File: config.mk
export PLATFORM = sky130hd
export DESIGN_NAME = tmz_timer0
export DESIGN_NICKNAME = d
export VERILOG_FILES = /design/src/core/tmz_pkg.sv /design/src/core/tmz_div_if.sv /design/src/core/tmz_divider.sv /design/src/core/tmz_sync.sv /design/src/core/tmz_timer0.sv
export SDC_FILE = /design/constraint.sdc
export NUM_CORES = 1
export LEC_CHECK = 0
export BUFFER_PORTS_ARGS = -buffer_cell sky130_fd_sc_hd__buf_2
export CORE_MARGIN = 2
export CORE_UTILIZATION = 40
export DETAILED_ROUTE_END_ITERATION = 6
export SYNTH_ARGS = -nofsm -noshare
export SYNTH_HDL_FRONTEND = slang
export SYNTH_HIERARCHICAL = 1
export SYNTH_SLANG_ARGS = --single-unit
File: constraint.sdc
create_clock -name core_clk_in -period 8.1 [get_ports core_clk_in]
set_clock_uncertainty 0.2 [all_clocks]
set_input_delay 0.405 -clock core_clk_in [delete_from_list [all_inputs] [get_ports core_clk_in]]
set_output_delay 0.405 -clock core_clk_in [all_outputs]
set_load 0.01 [all_outputs]
File: src/core/tmz_pkg.sv
// Package of register map, field positions and constants for the timer with shared divider
package tmz_pkg;
    // ==================================================
    // Register map
    localparam logic [7:0] TMZ_ADDR_TIMER0_COUNT = 8'h01;
    localparam logic [7:0] TMZ_ADDR_INTERRUPT_CONTROL = 8'h0b;
    localparam logic [7:0] TMZ_ADDR_TIMER_OPTION = 8'h81;
    localparam logic [7:0] TMZ_ADDR_PIN_DIRECTION = 8'h85;
    localparam logic [7:0] TMZ_ADDR_IRQ_STATUS = 8'hf0;
    localparam logic [7:0] TMZ_ADDR_IRQ_MASK = 8'hf1;
    localparam logic [7:0] TMZ_ADDR_WDT_CLEAR = 8'hf2;
    // ==================================================
    // Reset values
    localparam logic [7:0] TMZ_RST_OPTION = 8'hff;
    localparam logic [7:0] TMZ_RST_INTCTL = 8'h00;
    localparam logic [7:0] TMZ_RST_PINDIR = 8'h3f;
    localparam logic [7:0] TMZ_PINDIR_MASK = 8'h3f;
    localparam logic [7:0] TMZ_ZERO8 = 8'h00;
    localparam logic [7:0] TMZ_ONES8 = 8'hff;
    // ==================================================
    // Field positions
    localparam int TMZ_OPT_SOURCE = 5;
    localparam int TMZ_OPT_EDGE = 4;
    localparam int TMZ_OPT_ASSIGN = 3;
    localparam int TMZ_OPT_RATE_HI = 2;
    localparam int TMZ_INT_ENABLE = 5;
    localparam int TMZ_INT_FLAG = 2;
    localparam int TMZ_ST_OVERFLOW = 0;
    localparam int TMZ_ST_WDT_EXPIRE = 1;
    // ==================================================
    // Timing
    localparam logic [1:0] TMZ_WRITE_HOLD_CYCLES = 2'h2;
    localparam int TMZ_WDT_BASE_WIDTH = 8;
    // Divider owner
    typedef enum logic [0:0] {
        TMZ_OWNER_TIMER = 1'b0,
        TMZ_OWNER_WDT = 1'b1
    } tmz_owner_type;
endpackage : tmz_pkg

File: src/core/tmz_div_if.sv
// Interface between the top and the shared divider
`timescale 1ns/1ps
interface tmz_div_if;
    logic tick; // Event into the divider
    logic clear; // Divider clear
    logic [2:0] rate; // Rate code
    logic owner; // Owner select
    logic out; // One-cycle output pulse
    modport top (output tick, output clear, output rate, output owner, input out);
    modport div (input tick, input clear, input rate, input owner, output out);
endinterface : tmz_div_if

File: src/core/tmz_divider.sv
// Shared 8-bit divider for timer prescale and watchdog postscale
`timescale 1ns/1ps
module tmz_divider
    import tmz_pkg::*;
(
    input wire logic clk_in, // Clock
    input wire logic srst_in, // Sync reset
    input wire logic ce_in, // Clock enable
    tmz_div_if.div d // Divider port
);
    logic [7:0] count_q;
    logic [7:0] limit;
    logic [3:0] shift;
    // ==================================================
    // Ratio: timer 2^(rate+1), watchdog 2^rate
    always_comb begin
        shift = {1'b0, d.rate} + ((d.owner == TMZ_OWNER_TIMER) ? 4'h1 : 4'h0); // see RL3
        limit = 8'(({1'b0, TMZ_ONES8} + 9'h1 >> (4'h8 - shift)) - 9'h1);
    end
    // Count, hidden from software; one counter for both owners
    always_ff @(posedge clk_in) begin
        if (srst_in) begin
            count_q <= TMZ_ZERO8;
        end else if (ce_in) begin
            if (d.clear) begin
                count_q <= TMZ_ZERO8; // see RL5 see RL6
            end else if (d.tick) begin
                count_q <= (count_q >= limit) ? TMZ_ZERO8 : count_q + 8'h1; // see RL1
            end
        end
    end
    assign d.out = d.tick && !d.clear && (count_q >= limit); // see RL1
endmodule : tmz_divider

File: src/core/tmz_sync.sv
// Two-flop synchroniser with edge detection behind it
`timescale 1ns/1ps
module tmz_sync (
    input wire logic clk_in, // Clock
    input wire logic srst_in, // Sync reset
    input wire logic ce_in, // Clock enable
    input wire logic async_in, // Pin level
    output logic rise_out, // Rising edge pulse
    output logic fall_out // Falling edge pulse
);
    logic s1_q;
    logic s2_q;
    logic s3_q;
    // ==================================================
    // Synchroniser chain; only the second and third flops feed logic
    always_ff @(posedge clk_in) begin
        if (srst_in) begin
            s1_q <= 1'b0;
            s2_q <= 1'b0;
            s3_q <= 1'b0;
        end else if (ce_in) begin
            s1_q <= async_in;
            s2_q <= s1_q;
            s3_q <= s2_q;
        end
    end
    assign rise_out = ce_in && s2_q && !s3_q;
    assign fall_out = ce_in && !s2_q && s3_q;
endmodule : tmz_sync

File: src/core/tmz_timer0.sv
// Timer0 with a divider shared with the watchdog, register port and interrupt
//
// Function
// RL1: One 8-bit divider serves either the timer as prescaler or the watchdog as postscaler, never both.
// RL2: Assignment bit 0 gives the divider to the timer, 1 gives it to the watchdog.
// RL3: Rate code selects timer ratio 1:2..1:256 or watchdog ratio 1:1..1:128.
// RL4: The divider count is never visible to or writable by software.
// RL5: Writing the timer count while the divider serves the timer clears the divider.
// RL6: A watchdog clear while the divider serves the watchdog clears divider and watchdog counter.
// RL7: The assignment may change at any time without reset or halt.
// RL8: Software moving the divider to the watchdog clears watchdog, writes timer count, then writes option.
// RL9: For a wanted watchdog rate of 000 or 001 software writes an interim higher rate and clears first.
// RL10: Software moving the divider to the timer clears the watchdog first, then writes option.
// RL11: With source bit clear the timer counts each cycle, or each divider period when assigned.
// RL12: With source bit set the timer counts pin edges, rising when edge bit clear, falling when set.
// RL13: Wrap from FFh to 00h sets the overflow flag, which software clears; enable bit gates it.
// RL14: After a timer count write, increments are suppressed for two cycles.
// RL15: With the divider at the watchdog the timer counts every source event undivided.
// RL16: The option register resets to all ones.
`timescale 1ns/1ps
module tmz_timer0
    import tmz_pkg::*;
#(
    parameter int WDT_BASE_WIDTH = TMZ_WDT_BASE_WIDTH // Watchdog counter width
) (
    input wire logic core_clk_in, // 125 MHz clock
    input wire logic srst_in, // Sync reset, active high
    input wire logic ce_in, // Clock enable
    input wire logic [7:0] addr_in, // Register address
    input wire logic [7:0] wdata_in, // Write data
    input wire logic wr_in, // Write strobe
    input wire logic rd_in, // Read strobe
    input wire logic ext_count_pin_in, // External count pin
    output logic [7:0] rdata_out, // Read data, cycle after strobe
    output logic irq_out, // Level interrupt
    output logic overflow_flag_out, // Timer overflow flag
    output logic wdt_reset_out // Watchdog expiry pulse
);
    // ==================================================
    // Parameter check
    initial begin
        if (WDT_BASE_WIDTH < 1 || WDT_BASE_WIDTH > 24) begin
            $error("tmz_timer0: WDT_BASE_WIDTH out of range");
        end
    end

    // ==================================================
    // Registers and wires
    logic [7:0] timer0_count_q;
    logic [7:0] option_q;
    logic [7:0] intctl_q;
    logic [7:0] pindir_q;
    logic [7:0] irq_status_q;
    logic [7:0] irq_mask_q;
    logic [7:0] rdata_q;
    logic irq_q;
    logic wdt_rst_q;
    logic [1:0] hold_q;
    logic [WDT_BASE_WIDTH-1:0] wdt_base_q;
    logic wr_count;
    logic wr_option;
    logic wr_intctl;
    logic wdt_clear;
    logic rd_status;
    logic pin_rise;
    logic pin_fall;
    logic src_event;
    logic wdt_event;
    logic timer_inc;
    logic wrap;
    logic owner_wdt;
    tmz_div_if div_bus ();

    // ==================================================
    // Address decode
    assign wr_count = wr_in && (addr_in == TMZ_ADDR_TIMER0_COUNT);
    assign wr_option = wr_in && (addr_in == TMZ_ADDR_TIMER_OPTION);
    assign wr_intctl = wr_in && (addr_in == TMZ_ADDR_INTERRUPT_CONTROL);
    assign wdt_clear = wr_in && (addr_in == TMZ_ADDR_WDT_CLEAR);
    assign rd_status = rd_in && (addr_in == TMZ_ADDR_IRQ_STATUS);
    assign owner_wdt = option_q[TMZ_OPT_ASSIGN]; // see RL2

    // ==================================================
    // External pin synchroniser and edge detect
    tmz_sync u_sync (
        .clk_in(core_clk_in),
        .srst_in(srst_in),
        .ce_in(ce_in),
        .async_in(ext_count_pin_in),
        .rise_out(pin_rise),
        .fall_out(pin_fall)
    );

    // Source event: each cycle or selected pin edge
    always_comb begin
        if (option_q[TMZ_OPT_SOURCE]) begin
            src_event = option_q[TMZ_OPT_EDGE] ? pin_fall : pin_rise; // see RL12
        end else begin
            src_event = ce_in; // see RL11
        end
    end

    // ==================================================
    // Shared divider: tick comes from the owner's event stream
    assign wdt_event = ce_in && (wdt_base_q == {WDT_BASE_WIDTH{1'b1}});
    assign div_bus.owner = owner_wdt; // see RL1 see RL7
    assign div_bus.rate = option_q[TMZ_OPT_RATE_HI:0]; // see RL3
    assign div_bus.tick = owner_wdt ? wdt_event : src_event;
    assign div_bus.clear = owner_wdt ? wdt_clear : wr_count; // see RL5 see RL6

    tmz_divider u_div (
        .clk_in(core_clk_in),
        .srst_in(srst_in),
        .ce_in(ce_in),
        .d(div_bus)
    );

    // Timer increment: divided when assigned, direct otherwise
    assign timer_inc = (hold_q == 2'h0) && !wr_count
        && (owner_wdt ? src_event : div_bus.out); // see RL11 see RL15 see RL14
    assign wrap = timer_inc && (timer0_count_q == TMZ_ONES8); // see RL13

    // ==================================================
    // Timer count register
    always_ff @(posedge core_clk_in) begin
        if (srst_in) begin
            timer0_count_q <= TMZ_ZERO8;
        end else if (ce_in) begin
            if (wr_count) begin
                timer0_count_q <= wdata_in;
            end else if (timer_inc) begin
                timer0_count_q <= timer0_count_q + 8'h1;
            end
        end
    end

    // Increment hold after a count write
    always_ff @(posedge core_clk_in) begin
        if (srst_in) begin
            hold_q <= 2'h0;
        end else if (ce_in) begin
            if (wr_count) begin
                hold_q <= TMZ_WRITE_HOLD_CYCLES; // see RL14
            end else if (hold_q != 2'h0) begin
                hold_q <= hold_q - 2'h1;
            end
        end
    end

    // ==================================================
    // Option register; all ones at reset, writable any time
    always_ff @(posedge core_clk_in) begin
        if (srst_in) begin
            option_q <= TMZ_RST_OPTION; // see RL16
        end else if (ce_in && wr_option) begin
            option_q <= wdata_in; // see RL7
        end
    end

    // Pin direction register; upper bits unimplemented
    always_ff @(posedge core_clk_in) begin
        if (srst_in) begin
            pindir_q <= TMZ_RST_PINDIR;
        end else if (ce_in && wr_in && addr_in == TMZ_ADDR_PIN_DIRECTION) begin
            pindir_q <= wdata_in & TMZ_PINDIR_MASK;
        end
    end

    // Interrupt control: flag set by wrap wins over a software write
    always_ff @(posedge core_clk_in) begin
        if (srst_in) begin
            intctl_q <= TMZ_RST_INTCTL;
        end else if (ce_in) begin
            if (wr_intctl) begin
                intctl_q <= wdata_in;
            end
            if (wrap) begin
                intctl_q[TMZ_INT_FLAG] <= 1'b1; // see RL13
            end
        end
    end

    // ==================================================
    // Watchdog base counter; cleared by the clear command
    always_ff @(posedge core_clk_in) begin
        if (srst_in) begin
            wdt_base_q <= '0;
        end else if (ce_in) begin
            if (wdt_clear) begin
                wdt_base_q <= '0; // see RL6
            end else begin
                wdt_base_q <= wdt_base_q + 1'b1;
            end
        end
    end

    // Watchdog expiry: postscaler output or base rollover undivided
    always_ff @(posedge core_clk_in) begin
        if (srst_in) begin
            wdt_rst_q <= 1'b0;
        end else if (ce_in) begin
            wdt_rst_q <= owner_wdt ? div_bus.out : (wdt_event && !wdt_clear);
        end
    end

    // ==================================================
    // Sticky status, cleared by read; set wins over clear
    always_ff @(posedge core_clk_in) begin
        if (srst_in) begin
            irq_status_q <= TMZ_ZERO8;
        end else if (ce_in) begin
            if (rd_status) begin
                irq_status_q <= TMZ_ZERO8;
            end
            if (wrap) begin
                irq_status_q[TMZ_ST_OVERFLOW] <= 1'b1;
            end
            if (owner_wdt ? div_bus.out : (wdt_event && !wdt_clear)) begin
                irq_status_q[TMZ_ST_WDT_EXPIRE] <= 1'b1;
            end
        end
    end

    // Mask register
    always_ff @(posedge core_clk_in) begin
        if (srst_in) begin
            irq_mask_q <= TMZ_ZERO8;
        end else if (ce_in && wr_in && addr_in == TMZ_ADDR_IRQ_MASK) begin
            irq_mask_q <= wdata_in;
        end
    end

    // Interrupt output: masked sticky status or enabled overflow flag
    always_ff @(posedge core_clk_in) begin
        if (srst_in) begin
            irq_q <= 1'b0;
        end else if (ce_in) begin
            irq_q <= (|(irq_status_q & irq_mask_q))
                || (intctl_q[TMZ_INT_FLAG] && intctl_q[TMZ_INT_ENABLE]); // see RL13
        end
    end

    // ==================================================
    // Read port; the divider count has no address
    always_ff @(posedge core_clk_in) begin
        if (srst_in) begin
            rdata_q <= TMZ_ZERO8;
        end else if (ce_in) begin
            rdata_q <= TMZ_ZERO8;
            if (rd_in) begin
                unique case (addr_in)
                    TMZ_ADDR_TIMER0_COUNT: rdata_q <= timer0_count_q;
                    TMZ_ADDR_INTERRUPT_CONTROL: rdata_q <= intctl_q;
                    TMZ_ADDR_TIMER_OPTION: rdata_q <= option_q;
                    TMZ_ADDR_PIN_DIRECTION: rdata_q <= pindir_q;
                    TMZ_ADDR_IRQ_STATUS: rdata_q <= irq_status_q;
                    TMZ_ADDR_IRQ_MASK: rdata_q <= irq_mask_q;
                    default: rdata_q <= TMZ_ZERO8; // see RL4
                endcase
            end
        end
    end

    // Outputs from flops
    assign rdata_out = rdata_q;
    assign irq_out = irq_q;
    assign overflow_flag_out = intctl_q[TMZ_INT_FLAG];
    assign wdt_reset_out = wdt_rst_q;
endmodule : tmz_timer0

After elaboration in Yosys (flattened, before gate mapping)
Index checks and enable logic that the tools add are counted.

storage, ports and cells
  register bits = 71

operators by class
  add/subtract/negate cells = 7
  $lt $le $gt $ge = 1
  equality and inequality tests = 9
  shift operators = 1
  muxes and demuxes = 22
  bitwise gates (word level) = 1
  reduce and logical (&&, ||, !) cells = 43

operators with widths
  operator                                                             count
  8-bit == test (second input constant)                                7
  8-bit two-way mux                                                    7
  8-bit case mux with 6 select lines                                   1
  8-bit by 1-bit adder with 8-bit output (second input constant)       3
  1-bit logical AND                                                    21
  2-bit AND reduction                                                  7
  2-bit nonzero test                                                   7
  1-bit two-way mux                                                    10
  9-bit by 4-bit right shift with 8-bit output (first input constant)  1
  2-bit by 8-bit bitwise AND with 8-bit output                         1
  8-bit by 1-bit == test with 1-bit output (second input constant)     1
  8-bit by 4-bit == test with 1-bit output (second input constant)     1
  8-bit >= comparator                                                  1
  8-bit OR reduction                                                   1
  8-bit by 1-bit subtractor with 8-bit output (second input constant)  1
  2-bit two-way mux                                                    3
  1-bit zero test                                                      5
  3-bit by 4-bit adder with 4-bit output                               1
  4-bit subtractor (first input constant)                              1
  3-bit two-way mux                                                    1
  2-bit zero test                                                      1
  2-bit by 1-bit subtractor with 2-bit output (second input constant)  1
  1-bit logical OR                                                     1

Depth between registers and ports, before layout
  word-level depth = 13
  mapped depth = 17
  mapped depth without buffers = 17

Modules after synthesis
The synthesis kept the hierarchy.

by module, submodules not included
  module       instances  cells an instance  area an instance (um^2)  seq. area each (um^2)
  tmz_timer0   1          353                3070.4                   1201.2
  tmz_divider  1          91                 730.7                    160.2
  tmz_sync     1          12                 116.4                    60.1

Worst setup path after synthesis
No wires, ideal clock.

  kind = register to register
  start point = reg option_q[0]
  end point = reg timer0_count_q[6]
  library setup time = 0.134 ns
  arrival = 3.136 ns
  path slack = 4.630 ns
  stages on the path, launching flop included = 17
  clock period less this slack = 3.470 ns
  cell sequence = dfxtp_1 > inv_1 > ha_1 > ha_1 > ha_1 > nor2_1 > nand3b_1 > ha_1 > nand2b_4 > a2111oi_4 > o31ai_1 > and3_1 > o211ai_1 > a31o_2 > nor2_1 > a311oi_1 > a211oi_1

on the way
  longest elaborated chain between the ends = 10

RTL lines
  item                                          line               text
  start, declared                               tmz_timer0.sv:50   logic [7:0] option_q;
  start signal, assigned                        tmz_timer0.sv:156  option_q <= wdata_in;
  3-bit by 4-bit adder with 4-bit output        tmz_divider.sv:17  shift = {1'b0, d.rate} + ((d.owner == TMZ_OWNER_TIMER) ? 4'h1 : 4'h0);
  4-bit subtractor                              tmz_divider.sv:18  limit = 8'(({1'b0, TMZ_ONES8} + 9'h1 >> (4'h8 - shift)) - 9'h1);
  9-bit by 4-bit right shift with 8-bit output  tmz_divider.sv:18
  8-bit by 1-bit subtractor with 8-bit output   tmz_divider.sv:18
  8-bit >= comparator                           tmz_divider.sv:32  assign d.out = d.tick && !d.clear && (count_q >= limit);
  1-bit logical AND                             tmz_divider.sv:32
  named net div_bus.out                         tmz_div_if.sv:8    logic out;
  1-bit two-way mux                             tmz_timer0.sv:120  && (owner_wdt ? src_event : div_bus.out);
  1-bit logical AND                             tmz_timer0.sv:120
  2-bit nonzero test (no line)                  -
  2-bit AND reduction (no line)                 -
  end signal, assigned                          tmz_timer0.sv:130  timer0_count_q <= wdata_in;
  end signal, assigned                          tmz_timer0.sv:132  timer0_count_q <= timer0_count_q + 8'h1;
  end, declared                                 tmz_timer0.sv:49   logic [7:0] timer0_count_q;

The timed path passes the listed nets, and every way through them passes these cells.
A chain may end at the register's enable or synchronous reset.

Worst setup path in the final report
  start point = reg option_q[3]
  end point = reg timer0_count_q[6]

on the way
  longest elaborated chain between the ends = 11
  elaborated cells between the ends (all ways) = 15

RTL lines
  item                                          line
  1-bit two-way mux                             tmz_divider.sv:17
  3-bit by 4-bit adder with 4-bit output        tmz_divider.sv:17
  4-bit subtractor                              tmz_divider.sv:18
  9-bit by 4-bit right shift with 8-bit output  tmz_divider.sv:18
  8-bit by 1-bit subtractor with 8-bit output   tmz_divider.sv:18
  8-bit >= comparator                           tmz_divider.sv:32
  1-bit logical AND (*)                         tmz_divider.sv:32
  named net div_bus.out                         tmz_div_if.sv:8
  1-bit two-way mux (*)                         tmz_timer0.sv:120
  1-bit logical AND (*)                         tmz_timer0.sv:120
  2-bit nonzero test (no line) (*)              -
  2-bit AND reduction (no line) (*)             -

Mark *: on every way through the listed nets, which the timed path passes. The rest lies on a longest branch.

==> metrics.txt <==
critical path's largest stage delay 0.60 ns; Inst Count DP 604; setup violators final 0; Worst Slack Setup Final 4.08 ns; Final Hold Fails 0; largest cells by area after synthesis dfxtp_1, mux2i_1, nor2_1; Area after DPL 0.00418 sq mm; maximum vdd drop 0.0894 mV; worst-margin pin slew 0.842 ns; prevailing post-synth register cell dfxtp_1; post-place setup slack 4.14 ns; Die Span Y 103 um; critical path class register to register; Leak 1.67 nW; Worst EP required 8.10 ns; Non-Filler Instances 620; DIE AREA 0.0106 sq mm; Ys Warns 6; Critical Path AT 4.02 ns; Hold Crit Class primary input to register; routed vias/inst 5.57; post-synthesis cell count 456; Core Region 0.00964 sq mm; TritonCTS clock tree done; most common cell in the synthesized netlist dfxtp_1; RSZ-0062 raised after global routing no; GRT Util Overall 0.191; Most common cell on crit path ha_1; WL final 9.62 mm; port bufs 32; Hold-fix buffers, CTS 0; CTS clk-pin slew, worst paths 0.08 ns; CP delay by family, top compound AO/OA/AOI/OAI gates; max_slew headroom 0.434; maxcap violations 0; clk buf depth 2; CP max FO 15; post-DP HPWL 6.97 mm; Final TNS setup 0 ns; num ports 33; final slew viol count 0; synthesized cell area 0.00392 sq mm; DRT iter0 DRCs 250; total power draw 0.729 mW; status finished, final reports clean; wire length of the first global-routing pass 15.7 mm; Avg Cell Area, Syn 8.59 sq um; post-CTS setup buffer count 0; layout cells sized above 1 0.129; crit path cell chain ha_1 > ha_1 > ha_1 > nor2_1 > nand3b_1 > ha_1 > nand2b_4 > a2111oi_4 > o31ai_1 > and3_1 > o211ai_1 > a31o_2 > nor2_1 > a311oi_1 > a211oi_1; routability cong. 0.901; detailed-route DRC error count 0; Min Hold Slack 0.0903 ns; total CTS buffers 9; grt ovf 0; worst-skew pair later-pin latency 0.35 ns; dominant cell type by area after synthesis dfxtp_1; drt first pass iters 5; htree depth 3; Commonest cells post-synth dfxtp_1, nor2_1, nand2_1, mux2i_1, a21oi_1; nets@finish 519; Core Util, Final 0.457; CTS root buf clkbuf_8; P&R area growth vs syn 12.3%; pin count of the biggest net entering global routing 60; row cnt 36; Netlist cell types 64; Avg WL per Cell 15.5 um; DRT antenna net count 0; slowest cell on the critical path dfxtp_1; Initial Utilization 0.406; initial antenna violation count 0; Gates resized, CTS repair 0; clk sinks 71; CP Capture Type register; final standard cell area without fillers 0.00440 sq mm; Final min period 4.02 ns; share of the synthesized area in the top cell type 0.363; asr flop ratio synth 0; EDFF count, synth 0; CP Launch Type register; fmax 0.249 GHz; final cycle utilization of the critical path 0.496; vias in the first global route 3236; Buffers & Inverters on Critical Path 0; FF+latch count, synth 71; Power per Cell Area 166 mW/mm^2; die width 103 um; sequential share of the synthesized area 0.363; via count 3454; number of diodes 0; synthesized net count 493
-- metal layers --
layer / track usage / wire (um) / up-vias
li1: - / - / 1737
met1: 0.266 / 4760 / 1634
met2: 0.290 / 4290 / 70
met3: 0.0414 / 402 / 13
met4: 0.0729 / 171 / 0
met5: 0 / 0 / -
-- worst paths after layout --
kind	startpoint	to	slack [ns]	cells past startpoint
max	option_q[3]	timer0_count_q[6]	4.08	15
min	ext_count_pin_in	u_sync/s1_q	0.09	3
max reg2reg	option_q[3]	timer0_count_q[6]	4.08	15
min reg2reg	option_q[7]	option_q[7]	0.27	1
-- layout by cell type, fill, tap and decap left out, types with 4 or more instances in the layout --
cell,instances
a211o_1,14
a21oi_1,23
a22o_1,9
a31oi_1,4
and3_1,4
and4_1,4
buf_2,32
clkbuf_8,10
dfxtp_1,71
ha_1,15
inv_1,18
mux2i_1,25
nand2_1,31
nand2b_1,5
nand3_1,10
nand3b_1,4
nand4_1,10
nor2_1,63
nor2b_1,9
nor3_1,12
nor3b_1,6
o211ai_1,4
o21a_1,4
o21ai_0,20
o22ai_1,4
or3_1,5
xnor2_1,4
xor2_1,7
-- cell type report --
cell class / instances / area [sq um]
clock buffer: 12 / 145
clock inverter: 4 / 77.6
fill: 990 / 5240
inverter: 18 / 67.6
multi-input combinational: 348 / 2350
sequential: 71 / 1420
tap: 133 / 166
timing repair buffer: 34 / 175
-- cell families after synthesis --
group	after synthesis	synth area share
adders and majority gates	15	0.0479
xor gates and xnor gates	11	0.0246
AOI/OAI and AO/OA	112	0.206
and+or+nand+nor	185	0.257
muxes	25	0.0639
buffers and inverters	37	0.0380
DFF	71	0.363
-- power breakdown --
group          internal, mW  switching (mW)  total [mW]
Combinational        0.0169          0.0342      0.0511
Clock                 0.184           0.139       0.322
Sequential            0.352         0.00278       0.355
-- tightest hold or removal path: cells and delay by family --
| family | cells | cell delay (ns) |
|---|---|---|
| and+or+nand+nor | 1 | 0.07 |
| muxes | 1 | 0.06 |
| buffers and inverters | 1 | 0.07 |
-- flip-flops by register name, indices dropped and copies added (netlist names), 2 cells and up --
signal,flops
hold_q,2
intctl_q,8
irq_mask_q,8
irq_status_q,2
option_q,8
pindir_q,6
rdata_out,8
timer0_count_q,8
u_div/count_q,8
wdt_base_q,8
(Power assumes the default switching activity.)
